**src/rtl/pfc_pkg.sv**
```systemverilog
package pfc_pkg;

    // ****************************************************************
    // Register map, one byte-wide register per byte address.
    // ****************************************************************
    localparam logic [7:0] IDX_PORT_MUX      = 8'h2c;
    localparam logic [7:0] IDX_DEBOUNCE_TRIG = 8'h2d;
    localparam logic [7:0] IDX_TEST_A        = 8'h2e;
    localparam logic [7:0] IDX_TEST_B        = 8'h2f;
    localparam logic [7:0] IDX_FLOPPY_ACT    = 8'h30;
    localparam logic [7:0] IDX_FLOPPY_BASE_H = 8'h60;
    localparam logic [7:0] IDX_FLOPPY_BASE_L = 8'h61;
    localparam logic [7:0] IDX_FLOPPY_IRQ    = 8'h70;
    localparam int         ADDR_W            = 10;

    // ****************************************************************
    // Reset values and writable-bit masks.
    // ****************************************************************
    localparam logic [7:0] RST_PORT_MUX      = 8'h02;
    localparam logic [7:0] RST_DEBOUNCE_TRIG = 8'h00;
    localparam logic [7:0] RST_TEST          = 8'h00;
    localparam logic [7:0] RST_FLOPPY_ACT    = 8'h01;
    localparam logic [7:0] RST_FLOPPY_BASE_H = 8'h03;
    localparam logic [7:0] RST_FLOPPY_BASE_L = 8'hf0;
    localparam logic [7:0] RST_FLOPPY_IRQ    = 8'h06;
    localparam logic [7:0] MASK_PORT_MUX     = 8'hc7;
    localparam logic [7:0] MASK_DEBOUNCE     = 8'h77;
    localparam logic [7:0] MASK_FULL         = 8'hff;
    localparam logic [7:0] MASK_FLOPPY_ACT   = 8'h01;
    localparam logic [7:0] MASK_FLOPPY_IRQ   = 8'h0f;
    localparam logic [7:0] MASK_BASE_H       = 8'h0f;
    localparam logic [7:0] MASK_BASE_L       = 8'hf8;

    // ****************************************************************
    // Field positions.
    // ****************************************************************
    localparam int BIT_SECOND_PUSHPULL = 7;
    localparam int BIT_FIRST_PUSHPULL  = 6;
    localparam int BIT_THERMAL_EN      = 2;
    localparam int BIT_ROUTE_HI        = 1;
    localparam int BIT_ROUTE_LO        = 0;
    localparam int BIT_BYPASS_LO       = 4;
    localparam int BIT_TRIG_LO         = 0;
    localparam int BIT_FLOPPY_ACTIVE   = 0;
    localparam int PIN_IR_RX           = 4;
    localparam int PIN_IR_TX           = 5;

    // Pin routing codes of the first port group.
    localparam logic [1:0] ROUTE_RESERVED = 2'h0;
    localparam logic [1:0] ROUTE_INFRARED = 2'h1;
    localparam logic [1:0] ROUTE_GPIO     = 2'h2;
    localparam logic [1:0] ROUTE_SERIAL   = 2'h3;

    // ****************************************************************
    // Timing: debouncer settle time in microseconds at 10 MHz.
    // ****************************************************************
    localparam int CLK_MHZ        = 10;
    localparam int DEBOUNCE_US    = 100;
    localparam int DEBOUNCE_CYC   = DEBOUNCE_US * CLK_MHZ;
    localparam int DEB_CNT_W      = 10;
    localparam int NUM_INPUTS     = 3;

    localparam logic [11:0] BASE_MIN = 12'h100;
    localparam logic [11:0] BASE_MAX = 12'hff8;

    typedef struct packed {
        logic [7:0] out;
        logic [7:0] oe;
    } pfc_pins_t;

endpackage

```
**src/rtl/pfc_input_cond.sv**
```systemverilog
`timescale 1ns/10ps
module pfc_input_cond
    import pfc_pkg::*;
(
    input  wire logic mclk,
    input  wire logic srst,
    input  wire logic pinIn,
    input  wire logic bypass,
    input  wire logic levelMode,
    output logic      cleanLevel,
    output logic      event_
);
    import pfc_pkg::*;

    logic [DEB_CNT_W-1:0] count;
    logic                 stable;
    logic                 prevClean;
    logic                 clean;

    // The input must hold a new value for the whole settle time before it is taken.
    always_ff @(posedge mclk) begin
        if (srst) begin
            stable <= 1'b0;
            count  <= '0;
        end else if (pinIn == stable) begin
            count <= '0;
        end else if (count == DEB_CNT_W'(DEBOUNCE_CYC - 1)) begin
            stable <= pinIn;
            count  <= '0;
        end else begin
            count <= count + 1'b1;
        end
    end

    assign clean = bypass ? pinIn : stable;

    always_ff @(posedge mclk) begin
        if (srst) begin
            prevClean  <= 1'b0;
            cleanLevel <= 1'b0;
            event_     <= 1'b0;
        end else begin
            prevClean  <= clean;
            cleanLevel <= clean;
            event_     <= levelMode ? clean : (clean & ~prevClean);
        end
    end

endmodule

```
**src/rtl/pfc_config_regs.sv**
```systemverilog
// The implementer's own choice: the Avalon-MM interface to the registers.
`timescale 1ns/10ps
// Overview of operation
// - Bit 7 set makes second port group push-pull, clear gives open-drain.
// - Bit 6 set makes first port group push-pull, clear gives open-drain; serial routing, and pins 5..4 when reserved or infrared, ignore it.
// - Bit 2 enables thermal shutdown; kept in standby-powered domain.
// - Bits 1..0 route pins: reserved, infrared, all GPIO, serial port.
// - Multi-function register resets to 02h, standby-powered.
// - Bits 6..4 clear pass three inputs through debouncers, set bypass.
// - Bits 2..0 clear give edge trigger, set give level trigger.
// - Two test registers fully writable, reset 00h, leave untouched.
// - Floppy activate bit 0, resets 01h so controller starts active.
// - Floppy base from high and low bytes, 100h..FF8h, 8-byte aligned.
// - Floppy interrupt line picked by bits 3..0, reset 06h.
module pfc_config_regs
    import pfc_pkg::*;
(
    input  wire logic                      mclk,
    input  wire logic                      srst,
    input  wire logic                      standbyRst,
    input  wire logic [pfc_pkg::ADDR_W-1:0] avsAddress,
    input  wire logic                      avsRead,
    input  wire logic                      avsWrite,
    input  wire logic [31:0]               avsWritedata,
    input  wire logic [3:0]                avsByteenable,
    output logic [31:0]                    avsReaddata,
    output logic                           avsWaitrequest,
    output logic                           avsResponseError,
    input  wire logic [7:0]                firstPortOut,
    input  wire logic [7:0]                firstPortDrive,
    input  wire logic [7:0]                secondPortOut,
    input  wire logic [7:0]                secondPortDrive,
    input  wire logic                      serialTxd,
    input  wire logic                      serialOe,
    input  wire logic                      infraredTransmitIn,
    output pfc_pkg::pfc_pins_t             firstPortPins,
    output pfc_pkg::pfc_pins_t             secondPortPins,
    output logic                           infraredReceiveEn,
    output logic                           serialPortEn,
    output logic                           thermalShutdownEnable,
    input  wire logic [2:0]                inputPins,
    output logic [2:0]                     inputLevel,
    output logic [2:0]                     inputEvent,
    output logic [7:0]                     testModeA,
    output logic [7:0]                     testModeB,
    output logic                           floppyActive,
    output logic [11:0]                    floppyBase,
    output logic                           floppyBaseValid,
    output logic [3:0]                     floppyIrqLine
);
    import pfc_pkg::*;

    // ****************************************************************
    // Register storage.
    // ****************************************************************
    logic [7:0] portMux;
    logic [7:0] debounceTrig;
    logic [7:0] floppyAct;
    logic [7:0] baseHigh;
    logic [7:0] baseLow;
    logic [7:0] irqSel;
    logic       ackPhase;
    logic       access;
    logic       wrEn;
    logic [7:0] wrByte;
    logic [7:0] rdByte;
    logic       hit;

    // A byte-wide register sits on the byte lane given by the low address bits.
    function automatic logic [7:0] lane_byte(input logic [31:0] d, input logic [1:0] a);
        lane_byte = d[8*a +: 8];
    endfunction

    function automatic logic is_mapped(input logic [ADDR_W-1:0] a);
        logic [7:0] idx;
        idx = a[7:0];
        is_mapped = (a[ADDR_W-1:8] == '0) &&
            (idx == IDX_PORT_MUX || idx == IDX_DEBOUNCE_TRIG || idx == IDX_TEST_A ||
             idx == IDX_TEST_B || idx == IDX_FLOPPY_ACT || idx == IDX_FLOPPY_BASE_H ||
             idx == IDX_FLOPPY_BASE_L || idx == IDX_FLOPPY_IRQ);
    endfunction

    // ****************************************************************
    // Avalon slave: one wait cycle, then the answer.
    // ****************************************************************
    assign access         = avsRead | avsWrite;
    assign avsWaitrequest = access & ~ackPhase;
    assign hit            = is_mapped(avsAddress);
    assign wrByte         = lane_byte(avsWritedata, avsAddress[1:0]);
    assign wrEn           = avsWrite & ackPhase & hit & avsByteenable[avsAddress[1:0]];

    always_ff @(posedge mclk) begin
        if (srst) begin
            ackPhase <= 1'b0;
        end else begin
            ackPhase <= access & ~ackPhase;
        end
    end

    // The mux register lives on standby power, so only the standby reset loads it with 02h.
    always_ff @(posedge mclk) begin
        if (standbyRst) begin
            portMux <= RST_PORT_MUX;
        end else if (wrEn && avsAddress[7:0] == IDX_PORT_MUX) begin
            portMux <= wrByte & MASK_PORT_MUX;
        end
    end

    always_ff @(posedge mclk) begin
        if (srst) begin
            debounceTrig <= RST_DEBOUNCE_TRIG;
            testModeA    <= RST_TEST;
            testModeB    <= RST_TEST;
            floppyAct    <= RST_FLOPPY_ACT;
            baseHigh     <= RST_FLOPPY_BASE_H;
            baseLow      <= RST_FLOPPY_BASE_L;
            irqSel       <= RST_FLOPPY_IRQ;
        end else if (wrEn) begin
            case (avsAddress[7:0])
                IDX_DEBOUNCE_TRIG: debounceTrig <= wrByte & MASK_DEBOUNCE;
                IDX_TEST_A:        testModeA    <= wrByte & MASK_FULL;
                IDX_TEST_B:        testModeB    <= wrByte & MASK_FULL;
                IDX_FLOPPY_ACT:    floppyAct    <= wrByte & MASK_FLOPPY_ACT;
                IDX_FLOPPY_BASE_H: baseHigh     <= wrByte & MASK_BASE_H;
                IDX_FLOPPY_BASE_L: baseLow      <= wrByte & MASK_BASE_L;
                IDX_FLOPPY_IRQ:    irqSel       <= wrByte & MASK_FLOPPY_IRQ;
                default: begin
                end
            endcase
        end
    end

    always_comb begin
        case (avsAddress[7:0])
            IDX_PORT_MUX:      rdByte = portMux;
            IDX_DEBOUNCE_TRIG: rdByte = debounceTrig;
            IDX_TEST_A:        rdByte = testModeA;
            IDX_TEST_B:        rdByte = testModeB;
            IDX_FLOPPY_ACT:    rdByte = floppyAct;
            IDX_FLOPPY_BASE_H: rdByte = baseHigh;
            IDX_FLOPPY_BASE_L: rdByte = baseLow;
            IDX_FLOPPY_IRQ:    rdByte = irqSel;
            default:           rdByte = 8'h00;
        endcase
    end

    // Read data is registered and stands on the cycle waitrequest drops.
    always_ff @(posedge mclk) begin
        if (srst) begin
            avsReaddata      <= 32'h0000_0000;
            avsResponseError <= 1'b0;
        end else if (access && !ackPhase) begin
            avsReaddata      <= (avsRead && hit) ? ({24'h000000, rdByte} << (8 * avsAddress[1:0]))
                                                 : 32'h0000_0000;
            avsResponseError <= ~hit;
        end
    end

    // ****************************************************************
    // Pin routing and output type.
    // ****************************************************************
    logic [1:0] route;
    assign route = portMux[BIT_ROUTE_HI:BIT_ROUTE_LO];

    always_comb begin
        firstPortPins.out = firstPortOut;
        // Open-drain drives only low, except the infrared and serial routings below; push-pull drives both levels.
        firstPortPins.oe  = portMux[BIT_FIRST_PUSHPULL] ? firstPortDrive
                                                        : (firstPortDrive & ~firstPortOut);
        infraredReceiveEn = 1'b0;
        serialPortEn      = 1'b0;
        case (route)
            ROUTE_RESERVED: begin
                firstPortPins.oe[PIN_IR_RX]  = 1'b0;
                firstPortPins.out[PIN_IR_TX] = 1'b0;
                firstPortPins.oe[PIN_IR_TX]  = 1'b1;
            end
            ROUTE_INFRARED: begin
                infraredReceiveEn             = 1'b1;
                firstPortPins.oe[PIN_IR_RX]  = 1'b0;
                firstPortPins.out[PIN_IR_TX] = infraredTransmitIn;
                firstPortPins.oe[PIN_IR_TX]  = 1'b1;
            end
            ROUTE_GPIO: begin
            end
            ROUTE_SERIAL: begin
                serialPortEn      = 1'b1;
                firstPortPins.out = {8{serialTxd}};
                firstPortPins.oe  = {8{serialOe}};
            end
            default: begin
            end
        endcase
    end

    always_comb begin
        secondPortPins.out = secondPortOut;
        secondPortPins.oe  = portMux[BIT_SECOND_PUSHPULL] ? secondPortDrive
                                                          : (secondPortDrive & ~secondPortOut);
    end

    assign thermalShutdownEnable = portMux[BIT_THERMAL_EN];

    // ****************************************************************
    // Input conditioning of the three general-purpose inputs.
    // ****************************************************************
    genvar gi;
    generate
        for (gi = 0; gi < NUM_INPUTS; gi++) begin : gInput
            pfc_input_cond uCond (
                .mclk       (mclk),
                .srst       (srst),
                .pinIn      (inputPins[gi]),
                .bypass     (debounceTrig[BIT_BYPASS_LO + gi]),
                .levelMode  (debounceTrig[BIT_TRIG_LO + gi]),
                .cleanLevel (inputLevel[gi]),
                .event_     (inputEvent[gi])
            );
        end
    endgenerate

    // ****************************************************************
    // Floppy controller decode.
    // ****************************************************************
    assign floppyActive    = floppyAct[BIT_FLOPPY_ACTIVE];
    assign floppyBase      = {baseHigh[3:0], baseLow};
    assign floppyBaseValid = (floppyBase >= BASE_MIN) && (floppyBase <= BASE_MAX);
    assign floppyIrqLine   = irqSel[3:0];

endmodule

```
**config.mk**
```make
export PLATFORM = sky130hd
export DESIGN_NAME = pfc_config_regs
export DESIGN_NICKNAME = d
export VERILOG_FILES = /design/src/rtl/pfc_pkg.sv /design/src/rtl/pfc_input_cond.sv /design/src/rtl/pfc_config_regs.sv
export SDC_FILE = /design/constraint.sdc
export NUM_CORES = 1
export LEC_CHECK = 0
export BUFFER_PORTS_ARGS = -buffer_cell sky130_fd_sc_hd__buf_2
export CAP_MARGIN = 5
export CELL_PAD_IN_SITES_DETAIL_PLACEMENT = 0
export CELL_PAD_IN_SITES_GLOBAL_PLACEMENT = 1
export CORE_MARGIN = 2
export CORE_UTILIZATION = 33
export CTS_CLUSTER_SIZE = 16
export DETAILED_ROUTE_END_ITERATION = 8
export GPL_ROUTABILITY_DRIVEN = 0
export PLACE_DENSITY = 0.87
export SLEW_MARGIN = 40
export SYNTH_ARGS = -nofsm -noshare
export SYNTH_HDL_FRONTEND = slang
export SYNTH_SLANG_ARGS = --single-unit
```
**constraint.sdc**
```tcl
create_clock -name mclk -period 1.5 [get_ports mclk]
set_input_delay 0.075 -clock mclk [delete_from_list [all_inputs] [get_ports mclk]]
set_output_delay 0.075 -clock mclk [all_outputs]
set_load 0.01 [all_outputs]
```
# Word level (Yosys, flattened, before mapping)
# Index checks and enable logic that the tools add are counted.
# classes
addsub	3
mux	19
shift	2
n_reduce_logical	29
order_cmp	3
n_bitwise	20
eq_ne	16
# op_table
op	n
$pmux 8 s8	1
$eq 8x6->1 const B	5
$mux 32	1
$shiftx 32x6->8	1
$shl 8x5->32	1
$add 10x1->10 const B	3
$eq 10x10->1 const B	3
$eq 8x7->1 const B	3
$reduce_and 2->1	10
$and 8x8->8	2
$mux 8	2
$not 8->8	2
$ge 12x9->1 const B	1
$le 12x12->1 const B	1
$mux 1	9
$reduce_or 3->1	3
$not 1->1	8
$and 1x1->1	7
$logic_or 1x1->1	7
$mux 7	1
$logic_and 1x1->1	5
$logic_not 2->1	2
$mux 4	1
$pmux 2 s2	1
10 further kinds	12
# word_totals
out_inout_bits	109
ff_bits	114

# Depth between registers and ports, before layout
# depth
word_depth	12
depth_mapped	7
ltp_nobuf	5

# Modules after synthesis
# Synthesis repeated with hierarchy kept, for this count alone.
# unflattened
hier_cells	588
hier_area_um2	5557.8
# by_module_without_submodules
mod	area_each_um2	cells_per_inst	instances
pfc_config_regs	3808.7	400	1
pfc_input_cond (gInput[0].uCond ...)	571.8	61	2
pfc_input_cond (gInput[2].uCond)	605.6	66	1

# Worst setup path before layout
# Ideal clock, no wire load.
# synth_timing
path_type	register to register
start	register ackPhase
end	register avsReaddata[11]
t_arrival_ps	1372
stages_incl_launch_ff	7
period_less_slack_ps	1489
required_ps	1383
path_slack_ps	11
n_path_buf	2
setup_time_ps	117
path_cell_list	dfxtp_1 -> or2_2 -> clkbuf_1 -> inv_1 -> nor2_2 -> buf_2 -> a22o_1
# synth_via
elab_chain_cells	2
# synth_rtl
element	line	text
start, declared	pfc_config_regs.sv:62	logic ackPhase;
start signal, assigned	pfc_config_regs.sv:96	ackPhase <= access & ~ackPhase;
$logic_not 1->1	pfc_config_regs.sv:152	end else if (access && !ackPhase) begin
$logic_and 1x1->1	pfc_config_regs.sv:152	
end signal, assigned	pfc_config_regs.sv:153	avsReaddata <= (avsRead && hit) ? ({24'h000000, rdByte} << (8 * avsAddress[1:0]))
end, declared	pfc_config_regs.sv:26	output logic [31:0] avsReaddata,
# No other way between the ends.
# A chain may end at the register's enable or synchronous reset.

# Worst setup path in the final report
# layout_timing
start	register baseHigh[3]
end	register avsReaddata[11]
# layout_via
elab_chain_cells	3
# layout_rtl
element	line	text
start, declared	pfc_config_regs.sv:59	logic [7:0] baseHigh;
start signal, assigned	pfc_config_regs.sv:124	IDX_FLOPPY_BASE_H: baseHigh <= wrByte & MASK_BASE_H;
$pmux 8 s8	pfc_config_regs.sv:134	case (avsAddress[7:0])
$shl 8x5->32	pfc_config_regs.sv:153	
$mux 32	pfc_config_regs.sv:153	
# No other way between the ends.

==> insert_results.sql <==
INSERT INTO impl_metrics (metric_group, metric, value, unit) VALUES
('cts', 'clock_sinks', '114', ''),
('global_routing', 'grt_first_pass_wirelength', '25.2', 'mm'),
('cts', 'clk_path_buf_depth', '2', ''),
('drt', 'maxUsedRoutingLayer', 'met4', ''),
('sta', 'grt_setup_unrepaired', 'yes', ''),
('die', 'chipHeight', '132', 'µm'),
('power_and_ir_drop', 'pwr-share-comb', '8.0', '%'),
('cells_and_area', 'syn_to_final_growth', '46.0', '%'),
('cells_and_area', 'final_cell_mix', 'sky130_fd_sc_hd__buf_2 (193), sky130_fd_sc_hd__dfxtp_1 (107), sky130_fd_sc_hd__buf_4 (77), sky130_fd_sc_hd__nor2_1 (62), sky130_fd_sc_hd__nand3_1 (33)', ''),
('sta', 'final.period_utilization', '99.2', '%'),
('cells_and_area', 'drive_above_1_share', '43.3', '%'),
('sta', 'final_max_tran_viols', '0', ''),
('sta', 'timing.final.setup_violations', '0', ''),
('critical_path', 'crit_path_end_kind', 'flip-flop', ''),
('power_and_ir_drop', 'power.switching_fraction', '20.9', '%'),
('synth', 'number_of_synthesized_flops_with_an_enable_pin', '0', ''),
('drt', 'detail_route.first_pass.iterations', '4', ''),
('sta', 'hold_viol', '0', ''),
('cells_and_area', 'fin_util', '49.7', '%'),
('synth', 'synth.yosys.seq_area_share', '41.9', '%'),
('synth', 'fraction_of_registers_with_async_set_reset', '0', '%'),
('cells_and_area', 'nNetsFinal', '924', ''),
('synth', 'synthesis.area', '5440', 'µm²'),
('power_and_ir_drop', 'clkPwrFrac', '55.1', '%'),
('cts', 'cts_buffers', '17', ''),
('drt', 'drtIter0Drc', '278', ''),
('power_and_ir_drop', 'max-vdd-ir-drop', '0.617', 'mV'),
('placement', 'post-dp-hpwl', '12.4', 'mm'),
('outcome', 'result_of_the_run', 'complete, no violations', ''),
('power_and_ir_drop', 'p_int', '6.53', 'mW'),
('power_and_ir_drop', 'design_power_total', '8.26', 'mW'),
('synth', 'synthesis.yosys.warnings', '0', ''),
('drt', 'drc_errors_left', '0', ''),
('power_and_ir_drop', 'share_seq_of_total_power', '37.0', '%'),
('cells_and_area', 'num_antenna_cells', '0', ''),
('hold_path', 'hold_path.class', 'in2reg', ''),
('sta', 'finalWorstPathRequiredPeriod', '1.49', 'ns'),
('drt', 'routedWlPerCell', '15.4', 'µm'),
('cts', 'cts_htree_levels', '4', ''),
('drt', 'routed_wl', '16.3', 'mm'),
('drt', 'routed_via_density', '4.98', ''),
('cts', 'clock_tree.root_cell', 'sky130_fd_sc_hd__clkbuf_16', ''),
('drt', 'via_count', '5284', ''),
('power_and_ir_drop', 'power.static_leakage', '3.48', 'nW'),
('sta', 'fin_skew', '0.00704', 'ns'),
('die', 'design.core.area', '16000', 'µm²'),
('die', 'floorplan.initialDensity', '34.0', '%'),
('sta', 'max_clock_freq', '0.672', 'GHz'),
('cells_and_area', 'fillCellCount', '1504', ''),
('synth', 'syn_area_per_cell', '9.45', 'µm²'),
('drt', 'wl_met2', '7.76', 'mm'),
('global_routing', 'track_usage', '18.2', '%'),
('cts', 'tritoncts', 'done', ''),
('cells_and_area', 'final_common_cell', 'sky130_fd_sc_hd__buf_2', ''),
('die', 'placementRows', '46', ''),
('drt', 'drtAntennaViolNets', '0', ''),
('sta', 'max_slew.worst_pin.slew', '0.565', 'ns'),
('placement', 'io_buffers', '194', ''),
('cells_and_area', 'multiInputGateArea', '2970', 'µm²'),
('global_routing', 'grt_pass1_vias', '4876', ''),
('power_and_ir_drop', 'power_switching', '1.73', 'mW'),
('synth', 'yosys_register_bits', '114', ''),
('run', 'timing.max_cap.violations', '0', ''),
('cells_and_area', 'ff_latch_area', '2290', 'µm²'),
('power_and_ir_drop', 'power.density', '1040', 'nW/µm²'),
('die', 'floorplan.die_area', '17500', 'µm²'),
('critical_path', 'critical_path.startpoint_type', 'flip-flop', ''),
('global_routing', 'antenna_found_initial', '0', ''),
('synth', 'yosys.cell_types.count', '59', ''),
('drt', 'met1Wirelength', '7.18', 'mm'),
('synth', 'netlist_instances', '576', '');
[per-layer routing]
layer	up-vias	GRT usage, %
met5	-	0
met4	0	5.02
met3	19	5.52
met2	204	30.4
met1	2483	22.8
li1	2578	-
[cell usage after synthesis, types with 7 or more instances]
cell / number / share of area [%]
sky130_fd_sc_hd__a21boi_0: 9 / 1.2
sky130_fd_sc_hd__a21o_1: 7 / 0.97
sky130_fd_sc_hd__a21oi_1: 26 / 2.4
sky130_fd_sc_hd__a22o_1: 26 / 4.2
sky130_fd_sc_hd__buf_2: 8 / 0.74
sky130_fd_sc_hd__buf_4: 19 / 2.6
sky130_fd_sc_hd__clkbuf_1: 16 / 1.1
sky130_fd_sc_hd__dfxtp_1: 114 / 42
sky130_fd_sc_hd__inv_1: 13 / 0.90
sky130_fd_sc_hd__mux2i_1: 24 / 4.4
sky130_fd_sc_hd__mux4_1: 7 / 3.4
sky130_fd_sc_hd__nand2_1: 23 / 1.6
sky130_fd_sc_hd__nand2b_1: 8 / 0.92
sky130_fd_sc_hd__nand3_1: 34 / 3.1
sky130_fd_sc_hd__nand4_1: 9 / 1.0
sky130_fd_sc_hd__nor2_1: 62 / 4.3
sky130_fd_sc_hd__nor2b_1: 10 / 1.1
sky130_fd_sc_hd__nor3_1: 17 / 1.6
sky130_fd_sc_hd__o21ai_0: 37 / 3.4
sky130_fd_sc_hd__o2bb2ai_1: 7 / 1.1
sky130_fd_sc_hd__xnor2_1: 17 / 2.7
sky130_fd_sc_hd__xor2_1: 10 / 1.6
[state kept, by name, indices dropped and copies added (netlist names)]
name                     count
ackPhase                     1
avsReaddata                 32
avsResponseError             1
baseHigh                     4
baseLow                      5
debounceTrig                 6
floppyAct                    1
gInput.uCond.cleanLevel      3
gInput.uCond.count          30
gInput.uCond.event_          3
gInput.uCond.stable          3
irqSel                       4
portMux                      5
testModeA                    8
testModeB                    8
[critical path: stages, from the launching register on]
cell and delay, ns:
sky130_fd_sc_hd__dfxtp_2 0.32, sky130_fd_sc_hd__buf_4 0.12, sky130_fd_sc_hd__mux2_2 0.27, sky130_fd_sc_hd__a32o_1 0.22, sky130_fd_sc_hd__a32o_2 0.27, sky130_fd_sc_hd__a22o_1 0.18
[final timing paths]
kind / start / end / slack, ns / cells after the start
worst max register to register: baseHigh[3] / avsReaddata[11] / 0.01 / 5
worst max-delay path: baseHigh[3] / avsReaddata[11] / 0.01 / 5
worst min-delay path: avsAddress[8] / avsResponseError / 0.13 / 3
worst min register to register: gInput[2].uCond.count[0] / gInput[2].uCond.count[0] / 0.45 / 1
[layout make-up]
cell class / count / area share (%)
flip-flops and latches: 114 / 28.9
inverters: 13 / 0.677
clock inverters: 8 / 2.16
clock buffers: 24 / 6.31
multi-input cells: 404 / 37.4
well taps: 216 / 3.40
repair buffers: 282 / 21.2
[through the flow]
step           cells  setup slack, ns  TNS, ns  area (µm²)
2_1_floorplan    578           0.0110        0        5450
3_3_place_gp    1019          -0.0911    -3.18        7020
3_5_place_dp    1019           -0.129    -2.61        7020
4_1_cts         1060          -0.0170  -0.0170        7840
5_1_grt         1061          -0.0562   -0.830        7950
6_report        1061           0.0119        0        7950
[power groups by stage]
stage	sequential, mW	combinational, mW	clock, mW
floorplan	3.12	0.314	0
global placement	3.11	0.615	0
detailed placement	3.12	0.623	0
CTS	3.05	0.643	4.59
global route	3.05	0.710	4.76
finish	3.05	0.659	4.55
[cell families after synthesis]
kind of cell / share of synthesized area [%]
compound gates: 15.4
xor+xnor: 4.34
fa+ha+maj: 0.690
buf+inv: 6.05
flops: 41.9
mux: 10.9
other cells: 0.0689
simple gates: 20.6
[repair_timing]
action,4_1_cts,5_1_grt
endpoints found under the hold margin,11,0
pin swaps,3,24
setup buffers,5,1
hold buffers,4,0
gates cloned,0,0
endpoints found under the setup margin,50,96
gates resized for setup,23,36
No activity file was read; power rests on OpenSTA's default activity.
